$ cat config.mk
export PLATFORM = sky130hd
export DESIGN_NAME = fod_decoder
export DESIGN_NICKNAME = d
export VERILOG_FILES = /design/src/fod_pkg.sv /design/src/fod_decode_core.sv /design/src/fod_decoder.sv
export VERILOG_INCLUDE_DIRS = /design/src
export SDC_FILE = /design/constraint.sdc
export NUM_CORES = 1
export LEC_CHECK = 0
export BUFFER_PORTS_ARGS = -buffer_cell sky130_fd_sc_hd__buf_2
export CELL_PAD_IN_SITES_DETAIL_PLACEMENT = 1
export CELL_PAD_IN_SITES_GLOBAL_PLACEMENT = 2
export CORE_MARGIN = 2
export CORE_UTILIZATION = 30
export DETAILED_ROUTE_END_ITERATION = 8
export PLACE_DENSITY = 0.72
export SLEW_MARGIN = 10
export SYNTH_ARGS = -nofsm -noshare
export SYNTH_HDL_FRONTEND = slang
export SYNTH_HIERARCHICAL = 1
export SYNTH_SLANG_ARGS = --single-unit
$ cat constraint.sdc
create_clock -name pclk -period 4.8 [get_ports pclk]
set_input_delay 0.48 -clock pclk [delete_from_list [all_inputs] [get_ports pclk]]
set_output_delay 0.48 -clock pclk [all_outputs]
set_load 0.03 [all_outputs]
$ cat src/fod_params.svh
// offsets, field positions, codes and reset values of the fp opcode decoder
`ifndef FOD_PARAMS_SVH
`define FOD_PARAMS_SVH

// apb register byte addresses
`define FOD_ADDR_W 12
`define FOD_ADDR_STATUS 12'h000
`define FOD_ADDR_CONFIG 12'h004
`define FOD_ADDR_INSTR 12'h008
`define FOD_ADDR_RESULT 12'h00C
`define FOD_ADDR_REGMAP 12'h010

// system_status_reg image bits
`define FOD_SR_FR_BIT 26
`define FOD_SR_CU_BIT 29
`define FOD_SR_RESET 32'h00000000

// config register bits
`define FOD_CFG_FPU_BIT 0
`define FOD_CFG_DP_BIT 1
`define FOD_CFG_EXT_BIT 2
`define FOD_CFG_RESET 3'h7

// result register fields
`define FOD_RES_OP_LSB 0
`define FOD_RES_PRED_LSB 8
`define FOD_RES_INV_BIT 12
`define FOD_RES_EXC_LSB 16
`define FOD_RES_VALID_BIT 31

// regmap register fields
`define FOD_MAP_FS_LSB 0
`define FOD_MAP_FT_LSB 5
`define FOD_MAP_FD_LSB 10
`define FOD_MAP_SRC_PAIR_BIT 16
`define FOD_MAP_SRC_LOW_BIT 17
`define FOD_MAP_DST_PAIR_BIT 18
`define FOD_MAP_DST_NEXT_BIT 19
`define FOD_MAP_DST_UPPER_BIT 20
`define FOD_MAP_ODD_BIT 21

// sub-opcode groups in bits [25:24]
`define FOD_GRP_XFER 2'h0
`define FOD_GRP_BRANCH 2'h1
`define FOD_GRP_FMT 2'h2

// transfer selectors in bits [23:21]
`define FOD_XF_MOVE_FROM 3'h0
`define FOD_XF_DMOVE_FROM 3'h1
`define FOD_XF_CTRL_FROM 3'h2
`define FOD_XF_MOVE_TO 3'h4
`define FOD_XF_DMOVE_TO 3'h5
`define FOD_XF_CTRL_TO 3'h6

// format field codes
`define FOD_FMT_S 5'h10
`define FOD_FMT_D 5'h11
`define FOD_FMT_W 5'h14
`define FOD_FMT_L 5'h15

// function field groups and codes
`define FOD_FN_ARITH 3'h0
`define FOD_FN_ROUND 3'h1
`define FOD_FN_CVT 3'h4
`define FOD_FN_CONVERT_TO_SINGLE 6'h20
`define FOD_FN_CONVERT_TO_DOUBLE 6'h21
`define FOD_FN_CONVERT_TO_WORD_FIXED 6'h24
`define FOD_FN_CONVERT_TO_LONG_FIXED 6'h25

`endif

$ cat src/fod_pkg.sv
// types shared by the fp opcode decoder files
package fod_pkg;

  // operation handed to the datapath
  typedef enum logic [4:0] {
    FOD_OP_NONE = 5'h00,
    FOD_OP_ADD = 5'h01,
    FOD_OP_SUB = 5'h02,
    FOD_OP_MUL = 5'h03,
    FOD_OP_DIV = 5'h04,
    FOD_OP_SQRT = 5'h05,
    FOD_OP_ABS = 5'h06,
    FOD_OP_MOV = 5'h07,
    FOD_OP_NEG = 5'h08,
    FOD_OP_CVT_LONG_NEAREST = 5'h09,
    FOD_OP_CVT_LONG_TOWARD_ZERO = 5'h0A,
    FOD_OP_CVT_LONG_TOWARD_POS_INF = 5'h0B,
    FOD_OP_CVT_LONG_TOWARD_NEG_INF = 5'h0C,
    FOD_OP_CVT_WORD_NEAREST = 5'h0D,
    FOD_OP_CVT_WORD_TOWARD_ZERO = 5'h0E,
    FOD_OP_CVT_WORD_TOWARD_POS_INF = 5'h0F,
    FOD_OP_CVT_WORD_TOWARD_NEG_INF = 5'h10,
    FOD_OP_CONVERT_TO_SINGLE = 5'h11,
    FOD_OP_CONVERT_TO_DOUBLE = 5'h12,
    FOD_OP_CONVERT_TO_WORD_FIXED = 5'h13,
    FOD_OP_CONVERT_TO_LONG_FIXED = 5'h14,
    FOD_OP_COMPARE = 5'h15,
    FOD_OP_MOVE_FROM_FP = 5'h16,
    FOD_OP_DWORD_MOVE_FROM_FP = 5'h17,
    FOD_OP_MOVE_FROM_FP_CONTROL = 5'h18,
    FOD_OP_MOVE_TO_FP = 5'h19,
    FOD_OP_DWORD_MOVE_TO_FP = 5'h1A,
    FOD_OP_MOVE_TO_FP_CONTROL = 5'h1B,
    FOD_OP_FP_CONDITION_BRANCH = 5'h1C
  } fod_op_t;

  // exception raised by decode
  typedef enum logic [1:0] {
    FOD_EXC_NONE = 2'h0,
    FOD_EXC_COPROC_UNUSABLE = 2'h1,
    FOD_EXC_RESERVED_INSTR = 2'h2,
    FOD_EXC_UNIMPL_OP = 2'h3
  } fod_exc_t;

endpackage

$ cat src/fod_decode_core.sv
// combinational classifier of one coprocessor-1 instruction word
`include "fod_params.svh"

module fod_decode_core
  import fod_pkg::*;
#(
  parameter logic [31:0] TOP_RESERVED_MASK = 32'h00000000
)
(
  // instruction and mode inputs
  input wire logic [31:0] instr,
  input wire logic fpu_present,
  input wire logic cu_usable,
  input wire logic dp_present,
  input wire logic ext64_en,
  // classification
  output fod_op_t op,
  output logic [4:0] fmt_dst,
  output logic [3:0] pred,
  output logic inv_unord,
  output fod_exc_t exc
);

  logic [1:0] grp;
  logic [2:0] sel;
  logic [4:0] fmt;
  logic [5:0] fn;
  logic fmt_sd;
  logic uo;
  fod_op_t op_raw;

  assign grp = instr[25:24];
  assign sel = instr[23:21];
  assign fmt = instr[25:21];
  assign fn = instr[5:0];
  assign fmt_sd = (fmt == `FOD_FMT_S) || (fmt == `FOD_FMT_D);
  assign pred = fn[3:0];
  assign inv_unord = fn[3];

  // raw op plus unimplemented-op detection; exceptions are ranked afterwards
  always_comb
  begin
    op_raw = FOD_OP_NONE;
    uo = 1'b0;
    fmt_dst = fmt;
    case (grp)
      `FOD_GRP_XFER:
      begin
        case (sel)
          `FOD_XF_MOVE_FROM: op_raw = FOD_OP_MOVE_FROM_FP;
          `FOD_XF_DMOVE_FROM: op_raw = FOD_OP_DWORD_MOVE_FROM_FP;
          `FOD_XF_CTRL_FROM: op_raw = FOD_OP_MOVE_FROM_FP_CONTROL;
          `FOD_XF_MOVE_TO: op_raw = FOD_OP_MOVE_TO_FP;
          `FOD_XF_DMOVE_TO: op_raw = FOD_OP_DWORD_MOVE_TO_FP;
          `FOD_XF_CTRL_TO: op_raw = FOD_OP_MOVE_TO_FP_CONTROL;
          default: uo = 1'b1;
        endcase
        // doubleword transfers need the 64-bit extension and double hardware
        if (sel == `FOD_XF_DMOVE_FROM || sel == `FOD_XF_DMOVE_TO)
          uo = uo | ~ext64_en | ~dp_present;
      end
      `FOD_GRP_BRANCH:
      begin
        if (sel == 3'h0)
          op_raw = FOD_OP_FP_CONDITION_BRANCH;
        else
          uo = 1'b1;
      end
      `FOD_GRP_FMT:
      begin
        // format row: reserved formats, and D or L without the hardware
        uo = !(fmt == `FOD_FMT_S || fmt == `FOD_FMT_D || fmt == `FOD_FMT_W
               || fmt == `FOD_FMT_L);
        if (fmt == `FOD_FMT_D)
          uo = uo | ~dp_present;
        if (fmt == `FOD_FMT_L)
          uo = uo | ~ext64_en | ~dp_present;
        case (fn[5:3])
          `FOD_FN_ARITH:
          begin
            op_raw = fod_op_t'(5'(FOD_OP_ADD) + {2'h0, fn[2:0]});
            uo = uo | ~fmt_sd;
          end
          `FOD_FN_ROUND:
          begin
            // long targets in codes 8..11, word targets in 12..15
            op_raw = fod_op_t'(5'(FOD_OP_CVT_LONG_NEAREST) + {2'h0, fn[2:0]});
            fmt_dst = fn[2] ? `FOD_FMT_W : `FOD_FMT_L;
            uo = uo | ~fmt_sd;
            if (!fn[2])
              uo = uo | ~ext64_en | ~dp_present;
          end
          `FOD_FN_CVT:
          begin
            case (fn)
              `FOD_FN_CONVERT_TO_SINGLE:
              begin
                op_raw = FOD_OP_CONVERT_TO_SINGLE;
                fmt_dst = `FOD_FMT_S;
                uo = uo | (fmt == `FOD_FMT_S);
              end
              `FOD_FN_CONVERT_TO_DOUBLE:
              begin
                op_raw = FOD_OP_CONVERT_TO_DOUBLE;
                fmt_dst = `FOD_FMT_D;
                uo = uo | (fmt == `FOD_FMT_D) | ~dp_present;
              end
              `FOD_FN_CONVERT_TO_WORD_FIXED:
              begin
                op_raw = FOD_OP_CONVERT_TO_WORD_FIXED;
                fmt_dst = `FOD_FMT_W;
                uo = uo | ~fmt_sd;
              end
              `FOD_FN_CONVERT_TO_LONG_FIXED:
              begin
                op_raw = FOD_OP_CONVERT_TO_LONG_FIXED;
                fmt_dst = `FOD_FMT_L;
                uo = uo | ~fmt_sd | ~ext64_en | ~dp_present;
              end
              default: uo = 1'b1;
            endcase
          end
          3'h6, 3'h7:
          begin
            op_raw = FOD_OP_COMPARE;
            uo = uo | ~fmt_sd;
          end
          default: uo = 1'b1;
        endcase
      end
      default: uo = 1'b1;
    endcase
  end

  // ranking: unusable, then reserved, then unimplemented; any exception kills the op
  always_comb
  begin
    op = FOD_OP_NONE;
    if (!fpu_present || !cu_usable)
      exc = FOD_EXC_COPROC_UNUSABLE;
    else if (TOP_RESERVED_MASK[fmt])
      exc = FOD_EXC_RESERVED_INSTR;
    else if (uo)
      exc = FOD_EXC_UNIMPL_OP;
    else
    begin
      exc = FOD_EXC_NONE;
      op = op_raw;
    end
  end

endmodule

$ cat src/fod_decoder.sv
// apb-controlled fp opcode decoder with register-width operand mapping
//
// Decided for this implementation: the register offsets and the APB slave port.
`include "fod_params.svh"

// Notes on behaviour
// - function 0..7 are add, sub, mul, div, sqrt, abs, move, negate
// - function 8..11 convert to long with nearest, zero, plus, minus rounding
// - function 12..15 convert to word with nearest, zero, plus, minus rounding
// - function 32 converts to single, 33 converts to double
// - function 36 converts to word fixed, 37 to long fixed
// - function 48..63 are compares, low four bits pick the predicate
// - reserved function and sub-opcode codes raise unimplemented operation
// - sub-opcode splits into [25:24] and [23:21]; group zero selects transfers
// - width bit clear: only even registers valid, registers 32 bits wide
// - width bit set: odd and even registers usable, 64 bits wide
// - 32-bit mode: S/W read fpr, doubles read fpr+1 high, fpr low
// - 32-bit mode: S/W write fpr and spoil fpr+1; doubles fill both
// - 64-bit mode: single uses bits 31:0; S/W writes leave top undefined
// - ops needing the 64-bit extension fail when it is disabled
// - ops needing double hardware fail when it is absent
// - top-level reserved codes raise reserved instruction instead
// - without the coprocessor every fp instruction is coprocessor unusable
// - format 16, 17, 20, 21 are single, double, word, long
// - predicates 8..15 also trap invalid when operands are unordered
module fod_decoder
  import fod_pkg::*;
#(
  parameter int ADDR_W = `FOD_ADDR_W,
  parameter logic [31:0] TOP_RESERVED_MASK = 32'h00000000
)
(
  // clock and reset
  input wire logic pclk,
  input wire logic presetn,
  // apb slave
  input wire logic psel,
  input wire logic penable,
  input wire logic pwrite,
  input wire logic [ADDR_W-1:0] paddr,
  input wire logic [31:0] pwdata,
  output logic [31:0] prdata,
  output logic pready,
  output logic pslverr,
  // instruction issue from the integer pipeline
  input wire logic instr_valid,
  input wire logic [31:0] instr_word,
  // decoded instruction towards the datapath
  output logic dec_valid,
  output fod_op_t dec_op,
  output logic [3:0] dec_pred,
  output logic dec_inv_unord,
  output fod_exc_t dec_exc,
  output logic [4:0] dec_fmt_dst,
  // operand and result register mapping
  output logic [4:0] dec_fs,
  output logic [4:0] dec_fs_hi,
  output logic [4:0] dec_ft,
  output logic [4:0] dec_ft_hi,
  output logic [4:0] dec_fd,
  output logic [4:0] dec_fd_hi,
  output logic dec_src_pair,
  output logic dec_src_low_only,
  output logic dec_dst_pair,
  output logic dec_dst_next_undef,
  output logic dec_dst_upper_undef,
  output logic dec_odd_undef
);

  // refused at elaboration: a narrower bus cannot reach every register
  if (ADDR_W < `FOD_ADDR_W)
  begin
    $error("fod_decoder: ADDR_W too small for the register map");
  end

  // whole state of the block
  typedef struct packed {
    logic pready;
    logic pslverr;
    logic [31:0] prdata;
    logic sr_fr;
    logic sr_cu;
    logic cfg_fpu;
    logic cfg_dp;
    logic cfg_ext;
    logic [31:0] last_instr;
    logic dec_valid;
    fod_op_t op;
    logic [3:0] pred;
    logic inv_unord;
    fod_exc_t exc;
    logic [4:0] fmt_dst;
    logic [4:0] fs;
    logic [4:0] fs_hi;
    logic [4:0] ft;
    logic [4:0] ft_hi;
    logic [4:0] fd;
    logic [4:0] fd_hi;
    logic src_pair;
    logic src_low_only;
    logic dst_pair;
    logic dst_next_undef;
    logic dst_upper_undef;
    logic odd_undef;
  } fod_state_t;

  fod_state_t state_reg;
  fod_state_t state_next;

  // address decode shared by the read mux and the write path
  function automatic logic fod_addr_hit(input logic [ADDR_W-1:0] a, input logic [11:0] off);
    // address bits above the map must be zero too, so widen the offset
    fod_addr_hit = (a == ADDR_W'(off));
  endfunction

  function automatic logic fod_addr_mapped(input logic [ADDR_W-1:0] a);
    fod_addr_mapped = fod_addr_hit(a, `FOD_ADDR_STATUS) || fod_addr_hit(a, `FOD_ADDR_CONFIG)
      || fod_addr_hit(a, `FOD_ADDR_INSTR) || fod_addr_hit(a, `FOD_ADDR_RESULT)
      || fod_addr_hit(a, `FOD_ADDR_REGMAP);
  endfunction

  logic apb_setup;
  logic apb_commit;
  logic launch;
  logic [31:0] word;
  logic [4:0] w_fmt;
  logic two_word;
  logic one_word;
  fod_op_t core_op;
  logic [4:0] core_fmt_dst;
  logic [3:0] core_pred;
  logic core_inv;
  fod_exc_t core_exc;
  logic [31:0] rd_status;
  logic [31:0] rd_result;
  logic [31:0] rd_regmap;

  assign apb_setup = psel && !penable;
  assign apb_commit = psel && penable && state_reg.pready;

  // the pipeline port has priority; an apb write to the instruction
  // register in the same cycle is dropped rather than queued
  assign launch = instr_valid || (apb_commit && pwrite && fod_addr_hit(paddr, `FOD_ADDR_INSTR));
  assign word = instr_valid ? instr_word : pwdata;
  assign w_fmt = word[25:21];

  fod_decode_core #(
    .TOP_RESERVED_MASK(TOP_RESERVED_MASK)
  ) fod_decode_core_i (
    .instr(word),
    .fpu_present(state_reg.cfg_fpu),
    .cu_usable(state_reg.sr_cu),
    .dp_present(state_reg.cfg_dp),
    .ext64_en(state_reg.cfg_ext),
    .op(core_op),
    .fmt_dst(core_fmt_dst),
    .pred(core_pred),
    .inv_unord(core_inv),
    .exc(core_exc)
  );

  // operand width classes: doubles and longs span two 32-bit registers
  assign two_word = (w_fmt == `FOD_FMT_D) || (w_fmt == `FOD_FMT_L);
  assign one_word = (core_fmt_dst == `FOD_FMT_S) || (core_fmt_dst == `FOD_FMT_W);

  // read views of status, result and mapping
  always_comb
  begin
    rd_status = `FOD_SR_RESET;
    rd_status[`FOD_SR_FR_BIT] = state_reg.sr_fr;
    rd_status[`FOD_SR_CU_BIT] = state_reg.sr_cu;
    rd_result = 32'h00000000;
    rd_result[`FOD_RES_OP_LSB +: 5] = state_reg.op;
    rd_result[`FOD_RES_PRED_LSB +: 4] = state_reg.pred;
    rd_result[`FOD_RES_INV_BIT] = state_reg.inv_unord;
    rd_result[`FOD_RES_EXC_LSB +: 2] = state_reg.exc;
    rd_result[`FOD_RES_VALID_BIT] = state_reg.dec_valid;
    rd_regmap = 32'h00000000;
    rd_regmap[`FOD_MAP_FS_LSB +: 5] = state_reg.fs;
    rd_regmap[`FOD_MAP_FT_LSB +: 5] = state_reg.ft;
    rd_regmap[`FOD_MAP_FD_LSB +: 5] = state_reg.fd;
    rd_regmap[`FOD_MAP_SRC_PAIR_BIT] = state_reg.src_pair;
    rd_regmap[`FOD_MAP_SRC_LOW_BIT] = state_reg.src_low_only;
    rd_regmap[`FOD_MAP_DST_PAIR_BIT] = state_reg.dst_pair;
    rd_regmap[`FOD_MAP_DST_NEXT_BIT] = state_reg.dst_next_undef;
    rd_regmap[`FOD_MAP_DST_UPPER_BIT] = state_reg.dst_upper_undef;
    rd_regmap[`FOD_MAP_ODD_BIT] = state_reg.odd_undef;
  end

  // next-state logic: apb slave, configuration writes and one decode per launch
  always_comb
  begin
    state_next = state_reg;
    // one wait-free access phase: pready rises for the cycle after setup
    state_next.pready = apb_setup;
    state_next.pslverr = apb_setup && !fod_addr_mapped(paddr);
    if (apb_setup)
    begin
      if (fod_addr_hit(paddr, `FOD_ADDR_STATUS))
        state_next.prdata = rd_status;
      else if (fod_addr_hit(paddr, `FOD_ADDR_CONFIG))
        state_next.prdata = {29'h0, state_reg.cfg_ext, state_reg.cfg_dp, state_reg.cfg_fpu};
      else if (fod_addr_hit(paddr, `FOD_ADDR_INSTR))
        state_next.prdata = state_reg.last_instr;
      else if (fod_addr_hit(paddr, `FOD_ADDR_RESULT))
        state_next.prdata = rd_result;
      else if (fod_addr_hit(paddr, `FOD_ADDR_REGMAP))
        state_next.prdata = rd_regmap;
      else
        state_next.prdata = 32'h00000000;
    end
    if (apb_commit && pwrite)
    begin
      if (fod_addr_hit(paddr, `FOD_ADDR_STATUS))
      begin
        state_next.sr_fr = pwdata[`FOD_SR_FR_BIT];
        state_next.sr_cu = pwdata[`FOD_SR_CU_BIT];
      end
      if (fod_addr_hit(paddr, `FOD_ADDR_CONFIG))
      begin
        state_next.cfg_fpu = pwdata[`FOD_CFG_FPU_BIT];
        state_next.cfg_dp = pwdata[`FOD_CFG_DP_BIT];
        state_next.cfg_ext = pwdata[`FOD_CFG_EXT_BIT];
      end
    end
    // result outputs hold until the next launch; dec_valid is a pulse
    state_next.dec_valid = launch;
    if (launch)
    begin
      state_next.last_instr = word;
      state_next.op = core_op;
      state_next.exc = core_exc;
      state_next.pred = core_pred;
      state_next.inv_unord = core_inv;
      state_next.fmt_dst = core_fmt_dst;
      state_next.fs = word[15:11];
      state_next.ft = word[20:16];
      state_next.fd = word[10:6];
      // upper-half partners for 32-bit pairs; fpr+1 wraps inside 5 bits
      state_next.fs_hi = 5'(word[15:11] + 5'h01);
      state_next.ft_hi = 5'(word[20:16] + 5'h01);
      state_next.fd_hi = 5'(word[10:6] + 5'h01);
      if (!state_reg.sr_fr)
      begin
        // 32-bit registers, even numbers only
        state_next.src_pair = two_word;
        state_next.src_low_only = 1'b0;
        state_next.dst_pair = !one_word;
        state_next.dst_next_undef = one_word;
        state_next.dst_upper_undef = 1'b0;
        state_next.odd_undef = word[11] | word[16] | word[6];
      end
      else
      begin
        // 64-bit registers, every number usable
        state_next.src_pair = 1'b0;
        state_next.src_low_only = (w_fmt == `FOD_FMT_S);
        state_next.dst_pair = 1'b0;
        state_next.dst_next_undef = 1'b0;
        state_next.dst_upper_undef = one_word;
        state_next.odd_undef = 1'b0;
      end
    end
  end

  // single state register; reset loads constants only
  always_ff @(posedge pclk or negedge presetn)
  begin
    if (!presetn)
    begin
      state_reg <= '0;
      state_reg.sr_fr <= 1'(`FOD_SR_RESET >> `FOD_SR_FR_BIT);
      state_reg.sr_cu <= 1'(`FOD_SR_RESET >> `FOD_SR_CU_BIT);
      state_reg.cfg_fpu <= 1'(`FOD_CFG_RESET >> `FOD_CFG_FPU_BIT);
      state_reg.cfg_dp <= 1'(`FOD_CFG_RESET >> `FOD_CFG_DP_BIT);
      state_reg.cfg_ext <= 1'(`FOD_CFG_RESET >> `FOD_CFG_EXT_BIT);
    end
    else
      state_reg <= state_next;
  end

  // outputs straight from the state register
  assign prdata = state_reg.prdata;
  assign pready = state_reg.pready;
  assign pslverr = state_reg.pslverr;
  assign dec_valid = state_reg.dec_valid;
  assign dec_op = state_reg.op;
  assign dec_pred = state_reg.pred;
  assign dec_inv_unord = state_reg.inv_unord;
  assign dec_exc = state_reg.exc;
  assign dec_fmt_dst = state_reg.fmt_dst;
  assign dec_fs = state_reg.fs;
  assign dec_fs_hi = state_reg.fs_hi;
  assign dec_ft = state_reg.ft;
  assign dec_ft_hi = state_reg.ft_hi;
  assign dec_fd = state_reg.fd;
  assign dec_fd_hi = state_reg.fd_hi;
  assign dec_src_pair = state_reg.src_pair;
  assign dec_src_low_only = state_reg.src_low_only;
  assign dec_dst_pair = state_reg.dst_pair;
  assign dec_dst_next_undef = state_reg.dst_next_undef;
  assign dec_dst_upper_undef = state_reg.dst_upper_undef;
  assign dec_odd_undef = state_reg.odd_undef;

  logic enabled;
  assign enabled = state_reg.cfg_fpu && state_reg.sr_cu && !TOP_RESERVED_MASK[w_fmt];
endmodule

; ---- Word level (Yosys, flattened, before mapping)
; Memories as Yosys holds them, arrays and structs flattened.
; Cells that the tools add are included.
[op_classes]
n_addsub = 5
magnitude_cmp = 1
eq_ne = 25
n_mux = 35
n_bitwise = 16
n_reduce_logical = 33
[ops]
columns = cell, count
row1 = $mux 32, 5
row2 = $pmux 5 s4, 3
row3 = $eq 5x5->1 const B, 6
row4 = $pmux 5 s6, 1
row5 = $mux 5, 5
row6 = $eq 12x4->1 const B, 2
row7 = $eq 6x6->1 const B, 4
row8 = $mux 22, 1
row9 = $eq 3x3->1 const B, 6
row10 = $add 5x1->5 const B, 3
row11 = $pmux 5 s3, 1
row12 = $or 1x1->1, 13
row13 = $eq 12x3->1 const B, 1
row14 = $eq 12x5->1 const B, 1
row15 = $logic_not 12->1, 1
row16 = $logic_or 1x1->1, 12
row17 = $mux 1, 11
row18 = $pmux 5 s2, 1
row19 = $eq 3x1->1 const B, 2
row20 = $logic_and 1x1->1, 6
row21 = $logic_not 1->1, 6
row22 = $logic_not 3->1, 2
row23 = $lt 5x6->1 const B, 1
row24 = $mux 2, 3
row25 = 14 further kinds, 18
[totals]
ff_bits = 125
romBits = 32
n_memories = 1
[mem_list]
columns = name, depth, width, read_ports, rd_clocked_by_memory_dff, write_ports, line_no
row1 = (name not given), 32, 1, 1, 0, 0, fod_decode_core.sv:141  ; else if (TOP_RESERVED_MASK[fmt])

; ---- Longest topological paths before layout
; Gate-level depths: netlist (run 1).
[logic_depth]
depth_word = 22
ltp_mapped = 12
depth_no_buf = 9

; ---- Cells and area by module
; The synthesis (run 1) kept the hierarchy.
[modules_own_cells]
columns = module, n_inst, cells_each, area_per_inst_um2, seq_area_each_um2
row1 = fod_decoder, 1, 507, 5898.2, 2756.4
row2 = fod_decode_core, 1, 106, 689.4, 0.0

; ---- Least setup slack after synthesis (run 1)
; Ideal clock, no wire load.
[synth_timing]
path_type = input -> register
from = input port instr_valid
to = register state_reg (netlist bit dec_dst_pair)
setup_ns = 0.125
arrival_time_ns = 3.184
path_slack_ns = 1.491
path_stages = 12
path_cell_list = clkbuf_1 buf_1 buf_2 mux2_2 inv_1 ha_1 o21ba_2 a21oi_1 o21a_1 nor4b_1 nor2_1 mux2_2
[synth_between]
elab_chain_len = 9
elab_cells_between_ends = 18
classes_between = 9 x eq/ne / 6 x mux / 3 x reduce/logical
[synth_lines]
columns = item, line_no
row1 = from (decl), fod_decoder.sv:46  ; input wire logic instr_valid,
row2 = $mux 32 (*), fod_decoder.sv:144  ; assign word = instr_valid ? instr_word : pwdata;
row3 = named net word[1], fod_decoder.sv:125  ; logic [31:0] word;
row4 = $eq 6x6->1, fod_decode_core.sv:95  ; case (fn)
row5 = $pmux 5 s4 (*), fod_decode_core.sv:95
row6 = $pmux 5 s2 (*), fod_decode_core.sv:78  ; case (fn[5:3])
row7 = $mux 5 (*), fod_decode_core.sv:46  ; case (grp)
row8 = named net core_fmt_dst[1], fod_decoder.sv:130  ; logic [4:0] core_fmt_dst;
row9 = $eq 5x5->1 (no line), -
row10 = $logic_or 1x1->1 (*), fod_decoder.sv:164  ; assign one_word = (core_fmt_dst == `FOD_FMT_S) || (core_fmt_dst == `FOD_FMT_W);
row11 = $logic_not 1->1 (*), fod_decoder.sv:248  ; state_next.dst_pair = !one_word;
row12 = $mux 6 (*), fod_decoder.sv:243  ; if (!state_reg.sr_fr)
row13 = to (signal assigned), fod_decoder.sv:279  ; state_reg <= state_next;
row14 = to (decl), fod_decoder.sv:107  ; fod_state_t state_reg;
; Mark *: on every way through the listed nets, which the timed path passes. The rest lies on a longest branch.
; A chain may end at the register's enable or synchronous reset.

; ---- Worst setup path in the final report (run 1)
; Same ends and word-level chain as after synthesis.

==> results.yml, run 1 <==
outcome:
  status: "completed"
die:
  die_area_um2: 23160
  core-area_um2: 21690
  die_width_um: 152.2
  initial_core_util_pct: 30.37
  height_of_the_die_um: 152.2
  io-pin-count: 170
  row_count: 54
synthesis:
  synthesis.yosys.warnings: 6
  ys_seq_area_share_pct: 41.84
  ys_dominant_reg_cell: "dfrtp_1"
  mappedNetlistNets: 702
  synth_compound_gate_area_share_pct: 11.83
  synth_top_family_by_area: "multiplexers"
  synthDistinctLibCells: 60
  synth_enable_flop_cells: 0
  yosys.area_share.adder_pct: 1.330
  postSynthCellCount: 613
  async_reset_ff_share_pct: 100.0
  ys_ff_latch: 110
  synth.avg_cell_area_um2: 10.75
  synth.area.mux_share_pct: 18.80
  synth-xor-area-share_pct: 1.462
  synthSimpleGateAreaFrac_pct: 11.05
  syn-cell-area_um2: 6588
sta:
  worst_slew_margin_rel_pct: 35.17
  setup_viol: 0
  setup_total_negative_slack_ns: 0
  report.final.slew_viol_count: 0
  rsz0062_at_grt: "false"
  period_share_pct: 63.16
  fmax_ghz: 0.3298
  worst_clock_skew_ns: 0.008316
  least_margin_pin_slew_ns: 0.9688
  final_period_minus_worst_setup_slack_ns: 3.032
  worst_slack_ns: 1.768
  final_hold_viol_count: 0
placement:
  routabilityCongestion: 0.7862
  dpl.hpwl_mm: 15.24
  detailed_place.area_um2: 6990
  io_buffer_count: 169
  dp_slack_ns: 1.374
  placed_cells_incl_taps: 948
setup_path:
  path_cells: "buf_2, mux2_2, inv_1, ha_1, o21ba_2, a21oi_1, o21a_1, nor4b_1, nor2_1, mux2_2"
  timing.critical_path.slowest_stage_cell: "nor4b_1"
  launching_element_type_of_the_critical_path: "primary input"
  timing.critical_path.required_ns: 5.05
  crit_path_frequent_cell: "mux2_2"
  max_stage_delay_ns: 0.69
  end_kind: "flip-flop"
  worst-setup-path-type: "primary input to flip-flop"
  worst-path-max-fanout: 13
  crit_arrival_ns: 3.28
clock_network:
  cts_htree_levels: 3
  cts.sink_count: 110
  worstSkewPairLatency_ns: 0.36
  post_cts_resize_count: 0
  ctsLongestPathBuffers: 2
  clk_transition_reported_paths_ns: 0.07
  post_cts.repair.setup_buffers: 0
  cts-root-buf: "clkbuf_16"
  cts_tree: "yes"
  post_cts_hold_buffer_count: 0
  cts_made_buffers: 9
finish:
  finalNonFillerCells: 962
  fillers: 2455
  layout.cells.most_common_list: "buf_2 (168), dfrtp_1 (107), mux2_2 (102), nand2_1 (44), o21ai_0 (26)"
  final_common_cell: "buf_2"
  drive_above_1_share_pct: 44.43
  final_area_um2: 7262
  area_growth_syn_to_layout_pct: 10.24
  insertedDiodeCount: 0
  count_of_nets_after_finishing: 768
  sequential_cell_area_um2: 2756
  multi_input_area_um2: 2930
  largest_reg_flops: 35
global_routing:
  gr-usage-all-layers_pct: 17.49
  globalRouteOverflowTotal: 0
  antenna_found_initial: 0
  vias_in_the_first_global_route: 5147
  largest_net_degree_at_the_start_of_global_routing: 71
  wire_length_of_the_first_global_routing_pass_mm: 31.57
min_path:
  hp-class: "primary input to async pin"
route:
  vias_per_cell: 4.986
  route.detailed.wl_per_inst_um: 21.13
  wl_mm: 20.32
  drc: 0
  drtIter0Drc: 212
  antenna_left: 0
  route.vias.total: 4797
  detailedRoute.firstPassIterationCount: 5
power_and_ir_drop:
  static-leakage-power_nw: 3.265
  power_per_cell_area_nw_per_um2: 314.7
  worst_case_vdd_ir_drop_v: 0.0001300
  total_power_w: 0.002285
run:
  cap_violations: 0
[layout make-up]
| class | count | area share, % |
|---|---|---|
| Multi-Input combinational cell | 365 | 40.35 |
| Sequential cell | 110 | 37.96 |
| Timing Repair Buffer | 173 | 12.10 |
| Tap cell | 280 | 4.824 |
| Clock buffer | 11 | 3.480 |
| Inverter | 20 | 1.034 |
| Clock inverter | 3 | 0.2584 |
[layer usage]
layer	part of all wire [%]	GRT usage [%]	vias to the layer above
li1	-	-	2233
met1	46	23.60	2445
met2	49	29.32	104
met3	4.0	3.072	15
met4	1.2	4.139	0
met5	0	0	-
[power breakdown]
part           switching [W]  leakage [nW]  internal [W]
Combinational       0.000309          1.75      0.000189
Sequential         0.0000668          1.38      0.000997
Clock               0.000348         0.138      0.000376
[kinds of logic (layout without fill, tap and decap cells)]
kind of cell               Yosys count  after routing
AOI/OAI and AO/OA                  106            106
buffers and inverters              138            207
and+or+nand+nor                    130            130
adders and majority gates            7              7
xor gates and xnor gates            11             11
muxes                              111            111
DFF                                110            110
[stage by stage]
stage                     hold slack, ns  util (%)
after floorplan                   0.1844         -
after global placement            0.4667     32.23
after detailed placement          0.4724     32.23
after CTS                         0.3023     33.48
after global routing              0.3176     33.48
final                             0.2354     33.48
[critical path, delay by kind of cell]
kind	cells	cell delay, ns
compound gates	3	0.52
fa+ha+maj	1	0.34
buf+inv	2	0.38
mux	2	0.76
simple gates	2	0.78
[cell usage after synthesis (all sizes together), types with 2 or more instances]
| cell | n | share of area [%] |
|---|---|---|
| inv | 19 | 1.1 |
| a21boi | 2 | 0.23 |
| nor2 | 12 | 0.68 |
| a211oi | 2 | 0.23 |
| a2111oi | 2 | 0.27 |
| nor2b | 7 | 0.66 |
| or3 | 2 | 0.19 |
| clkbuf | 21 | 1.2 |
| and3 | 2 | 0.19 |
| o41ai | 3 | 0.40 |
| dfrtp | 107 | 41 |
| or4 | 2 | 0.23 |
| a32oi | 2 | 0.38 |
| a22o | 2 | 0.27 |
| a22oi | 10 | 1.1 |
| nand3 | 8 | 0.61 |
| or2 | 5 | 0.51 |
| nand2b | 13 | 1.2 |
| buf | 97 | 11 |
| ha | 7 | 1.3 |
| o21a | 3 | 0.34 |
| dfstp | 3 | 1.2 |
| a2111o | 2 | 0.34 |
| xnor2 | 7 | 0.93 |
| xor2 | 4 | 0.53 |
| mux2i | 9 | 1.4 |
| nand3b | 12 | 1.4 |
| nor4 | 4 | 0.70 |
| mux2 | 102 | 17 |
| nor3 | 9 | 0.68 |
| a21oi | 16 | 1.2 |
| o21ai | 26 | 2.0 |
| a31oi | 6 | 0.80 |
| a32o | 19 | 2.9 |
| a311oi | 2 | 0.27 |
| nand2 | 44 | 2.5 |
| nor4b | 2 | 0.27 |
| o31ai | 4 | 0.46 |
| and4 | 2 | 0.27 |
[final timing paths]
check / start / endpoint / slack [ns] / depth (start not counted)
worst min-delay path: presetn / dec_fd_hi[2] / 0.24 / 1
worst max-delay path: instr_valid / dec_dst_pair / 1.77 / 10
max in group asynchronous: presetn / dec_dst_upper_undef / 3.42 / 2
worst min register to register: prdata[22] / prdata[22] / 0.48 / 2
min in group pclk: pwdata[1] / state_reg[87] / 0.37 / 2
worst max register to register: pready / dec_exc[0] / 2.56 / 4
Note: power is estimated with default switching activity, not from simulation.
==> run 2, diff against run 1 <==
--- a/config.mk
+++ b/config.mk
@@ -12,7 +12,7 @@
 export CORE_MARGIN = 2
 export CORE_UTILIZATION = 30
 export DETAILED_ROUTE_END_ITERATION = 8
-export PLACE_DENSITY = 0.72
+export PLACE_DENSITY = 0.75
 export SLEW_MARGIN = 10
 export SYNTH_ARGS = -nofsm -noshare
 export SYNTH_HDL_FRONTEND = slang
==> constraint.sdc (replaced) <==
create_clock -name pclk -period 2.6 [get_ports pclk]
set_input_delay 0.26 -clock pclk [delete_from_list [all_inputs] [get_ports pclk]]
set_output_delay 0.26 -clock pclk [all_outputs]
set_load 0.03 [all_outputs]
==> results.yml, run 2 (synthesized netlist as in run 1, its figures left out) <==
setup_path:
  launching_element_type_of_the_critical_path: "primary input"
  critical_path.startpoint: "instr_valid"
  crit_arrival_ns: 2.56
  path_cells: "buf_2, mux2_2, inv_1, ha_1, nor2b_1, o41ai_1, a311oi_1, nand4b_4, buf_12, nor3_1, mux2_2"
  worst-setup-path-type: "primary input to flip-flop"
  crit_path_frequent_cell: "mux2_2"
  critical_path.top_delay_family: "multiplexers"
  end_kind: "flip-flop"
  timing.critical_path.slowest_stage_cell: "mux2_2"
  max_stage_delay_ns: 0.38
  critical_path.reg2reg.startpoint: "state_reg[87]"
  worst-path-max-fanout: 10
  timing.critical_path.required_ns: 2.83
  worstPathBufferInverterCount: 3
clock_network:
  post_cts_resize_count: 0
  ctsLongestPathBuffers: 2
  cts.sink_count: 110
  clk_transition_reported_paths_ns: 0.08
  cts_made_buffers: 9
  cts-root-buf: "clkbuf_16"
  cts_htree_levels: 3
  post_cts_hold_buffer_count: 1
  worstSkewPairLatency_ns: 0.35
  post_cts.repair.setup_buffers: 0
  cts_tree: "yes"
route:
  wl_mm: 20.37
  route.vias.total: 4940
  route.detailed.wl_per_inst_um: 20.49
  vias_per_cell: 4.970
  drc: 0
  detailedRoute.firstPassIterationCount: 4
  drtIter0Drc: 183
  antenna_left: 0
finish:
  largest_reg_flops: 35
  layout.cells.most_common_list: "buf_2 (168), dfrtp_1 (107), mux2_2 (102), nand2_1 (44), buf_4 (31)"
  insertedDiodeCount: 0
  final_common_cell: "buf_2"
  area_growth_syn_to_layout_pct: 14.42
  finalNonFillerCells: 994
  drive_above_1_share_pct: 46.78
  count_of_nets_after_finishing: 798
power_and_ir_drop:
  static-leakage-power_nw: 3.428
  power.share.combinational_pct: 23.1
  power_per_cell_area_nw_per_um2: 565.0
  total_power_w: 0.004258
  worst_case_vdd_ir_drop_v: 0.0002926
  switching_share_pct: 31.57
  clock_power_share_pct: 31.1
  sequential_share_of_power_pct: 45.8
  netSwitchingPower_w: 0.001344
  internal_dissipation_w: 0.002914
die:
  row_count: 54
  height_of_the_die_um: 152.2
  initial_core_util_pct: 30.37
  core-area_um2: 21690
  io-pin-count: 170
  die_area_um2: 23160
  die_width_um: 152.2
global_routing:
  use_met1_pct: 24.53
  gr-usage-all-layers_pct: 17.90
  largest_net_degree_at_the_start_of_global_routing: 67
  vias_in_the_first_global_route: 5416
  antenna_found_initial: 0
  wire_length_of_the_first_global_routing_pass_mm: 32.53
  global_route.usage.met2_pct: 30.39
  globalRouteOverflowTotal: 0
  grt_most_used_layer: "met2"
  grt_util_met3_pct: 2.332
sta:
  setup_viol: 0
  worst_slew_margin_rel_pct: 52.89
  final_period_minus_worst_setup_slack_ns: 2.324
  least_margin_pin_slew_ns: 0.7067
  fmax_ghz: 0.4302
  period_share_pct: 89.39
  final_hold_viol_count: 0
  report.final.slew_viol_count: 0
  worst_clock_skew_ns: 0.01006
  rsz0062_at_grt: "false"
placement:
  routabilityCongestion: 0.7985
  placed_cells_incl_taps: 977
  io_buffer_count: 169
  dpl.hpwl_mm: 15.81
min_path:
  hp-class: "primary input to flip-flop"
  min_from: "pwdata[2]"
run:
  cap_violations: 0
outcome:
  status: "completed"
==> run 2: final timing paths <==
check	endpoint	slack (ns)	cells past startpoint
max	dec_op[4]	0.28	11
min	state_reg[86]	0.17	2
max reg2reg	dec_exc[0]	0.45	6
min reg2reg	prdata[31]	0.48	2
max in group asynchronous	state_reg[87]	1.35	3
min in group asynchronous	dec_fd_hi[2]	0.45	2
==> run 2: area by class of cell <==
class,count,area (um^2)
fill,2468,14150
multi-input combinational,365,2937
sequential,110,2756
timing repair buffer,203,1144
tap,280,350.3
clock buffer,11,242.7
inverter,20,75.07
clock inverter,5,32.53
==> run 2: worst reg2reg max path, cell delays in order, from the launching register on <==
cell,delay (ns)
dfstp_2,0.66
nor2b_1,0.14
o41ai_1,0.34
a311oi_1,0.17
nand4b_4,0.23
or2_1,0.23
mux2_2,0.26
==> run 2: through the flow <==
stage / utilization [%] / setup WS (ns) / hold slack [ns] / setup TNS, ns / instance area, um^2
after floorplan: - / 0.03188 / -0.03559 / 0 / 6605
after global placement: 33.44 / -0.01898 / 0.3094 / -0.08294 / 7252
after detailed placement: 33.44 / -0.08406 / 0.3208 / -0.5745 / 7252
after CTS: 34.75 / 0.2969 / 0.1560 / 0 / 7537
after global routing: 34.75 / 0.1363 / 0.1596 / 0 / 7537
final: 34.75 / 0.2758 / 0.1652 / 0 / 7537
==> run 2: power groups by stage <==
stage / sequential (W) / clock [W] / combinational, W
5_1_grt: 0.00197 / 0.00142 / 0.00107
6_report: 0.00195 / 0.00132 / 0.000982
2_1_floorplan: 0.00195 / 0 / 0.000755
3_3_place_gp: 0.00198 / 0 / 0.000976
3_5_place_dp: 0.00199 / 0 / 0.000993
4_1_cts: 0.00196 / 0.00137 / 0.000998
==> run 2: metal layers <==
layer,wire [um],up-vias
met5,0,-
met4,193,0
met3,882,14
met2,9936,123
met1,9356,2501
li1,-,2302
==> run 3, diff against run 2 <==
--- a/config.mk
+++ b/config.mk
@@ -12,6 +12,7 @@
 export CORE_MARGIN = 2
 export CORE_UTILIZATION = 30
 export DETAILED_ROUTE_END_ITERATION = 8
+export MAX_ROUTING_LAYER = met4
 export PLACE_DENSITY = 0.75
 export SLEW_MARGIN = 10
 export SYNTH_ARGS = -nofsm -noshare
==> results.yml, run 3 (synthesized netlist as in run 1, its figures left out) <==
finish:
  final_common_cell: "buf_2"
  layout.cells.most_common_list: "buf_2 (168), dfrtp_1 (107), mux2_2 (102), nand2_1 (44), buf_4 (33)"
  count_of_nets_after_finishing: 800
  drive_above_1_share_pct: 47.07
  area_growth_syn_to_layout_pct: 15.12
  largest_reg_flops: 35
  insertedDiodeCount: 0
sta:
  final_hold_viol_count: 0
  least_margin_pin_slew_ns: 0.8223
  worst_clock_skew_ns: 0.008223
  fmax_ghz: 0.4369
  hold_ws_ns: 0.1474
  setup_viol: 0
  worst_slew_margin_rel_pct: 44.97
  period_share_pct: 88.03
  final_period_minus_worst_setup_slack_ns: 2.289
  report.final.slew_viol_count: 0
  rsz0062_at_grt: "false"
  worst_slack_ns: 0.3112
die:
  io-pin-count: 170
  die_area_um2: 23160
  row_count: 54
  core-area_um2: 21690
  die_width_um: 152.2
  initial_core_util_pct: 30.37
  height_of_the_die_um: 152.2
clock_network:
  cts.sink_count: 110
  worstSkewPairLatency_ns: 0.37
  cts-root-buf: "clkbuf_16"
  cts_htree_levels: 3
  ctsLongestPathBuffers: 2
  post_cts.repair.setup_buffers: 0
  cts_made_buffers: 9
  cts_tree: "yes"
  clk_transition_reported_paths_ns: 0.07
global_routing:
  vias_in_the_first_global_route: 5296
  globalRouteOverflowTotal: 0
  gr-usage-all-layers_pct: 18.38
  wire_length_of_the_first_global_routing_pass_mm: 32.08
  largest_net_degree_at_the_start_of_global_routing: 67
  antenna_found_initial: 0
setup_path:
  max_stage_delay_ns: 0.39
  crit_path_frequent_cell: "mux2_2"
  worst-path-max-fanout: 10
  path_cells: "buf_2, mux2_2, inv_1, ha_1, nor2b_1, o41ai_1, a311oi_1, nand4b_4, buf_12, nor3_1, mux2_2"
  timing.critical_path.required_ns: 2.85
  worst-setup-path-type: "primary input to flip-flop"
  end_kind: "flip-flop"
  crit_arrival_ns: 2.53
  launching_element_type_of_the_critical_path: "primary input"
  timing.critical_path.slowest_stage_cell: "mux2_2"
power_and_ir_drop:
  worst_case_vdd_ir_drop_v: 0.0002952
  static-leakage-power_nw: 3.438
  power_per_cell_area_nw_per_um2: 579.7
route:
  drc: 0
  drtIter0Drc: 211
  route.vias.total: 4909
  vias_per_cell: 4.929
  wl_mm: 20.48
  detailedRoute.firstPassIterationCount: 4
  route.detailed.wl_per_inst_um: 20.56
  antenna_left: 0
outcome:
  status: "completed"
placement:
  dpl.hpwl_mm: 15.83
  io_buffer_count: 169
  dp_slack_ns: -0.09885
  routabilityCongestion: 0.8021
run:
  cap_violations: 0
min_path:
  hp-class: "primary input to flip-flop"
run 3: through the flow:
stage | instances | util [%] | instance area (um^2) | setup TNS (ns) | total power (W)
2_1_floorplan | 613 | - | 6605 | 0 | 0.002702
3_3_place_gp | 979 | 33.51 | 7267 | -0.1619 | 0.002962
3_5_place_dp | 979 | 33.51 | 7267 | -0.6574 | 0.002986
4_1_cts | 996 | 34.97 | 7584 | 0 | 0.004458
5_1_grt | 996 | 34.97 | 7584 | 0 | 0.004599
6_report | 996 | 34.97 | 7584 | 0 | 0.004396
run 3: cell type report:
cell class | instances | area (um^2)
Fill cell | 2451 | 14100
Multi-Input combinational cell | 365 | 2937
Clock buffer | 9 | 225.2
Tap cell | 280 | 350.3
Sequential cell | 110 | 2756
Timing Repair Buffer | 205 | 1159
Clock inverter | 7 | 81.33
Inverter | 20 | 75.07
run 3: critical path, delay by kind of cell:
kind / cells / cell delay, ns
adders and majority gates: 1 / 0.26
buffers and inverters: 3 / 0.47
AOI/OAI and AO/OA: 2 / 0.42
and+or+nand+nor: 3 / 0.46
muxes: 2 / 0.66
run 3: metal layers:
layer	part of all wire (%)	vias to the layer above	global-route usage, %
li1	-	2305	-
met5	0	-	-
met1	47	2468	24.33
met3	3.5	20	2.702
met4	1.5	0	4.717
met2	48	116	29.71
run 3: path summary, 6_finish.rpt:
check / startpoint / endpoint / slack (ns) / cells past startpoint
max: instr_valid / dec_op[1] / 0.31 / 11
min: pwdata[2] / state_reg[86] / 0.15 / 2
max reg2reg: state_reg[87] / dec_exc[0] / 0.47 / 6
min reg2reg: prdata[27] / prdata[27] / 0.49 / 2
max in group asynchronous: presetn / state_reg[82] / 1.56 / 3
min in group asynchronous: presetn / dec_fd_hi[2] / 0.37 / 2
run 3: power breakdown:
| group | switching (W) | total [W] | leakage [nW] | internal [W] |
|---|---|---|---|---|
| registers | 0.000115 | 0.00195 | 1.38 | 0.00184 |
| clock network | 0.000698 | 0.00146 | 0.140 | 0.000760 |
| logic | 0.000586 | 0.000983 | 1.92 | 0.000397 |
| total | 0.00140 | 0.00440 | 3.44 | 0.00300 |
run 3: what timing repair did:
item | in CTS | in global routing
resized for setup | 0 | 0
hold endpoints to repair | 28 | 0
hold buffers | 1 | 0
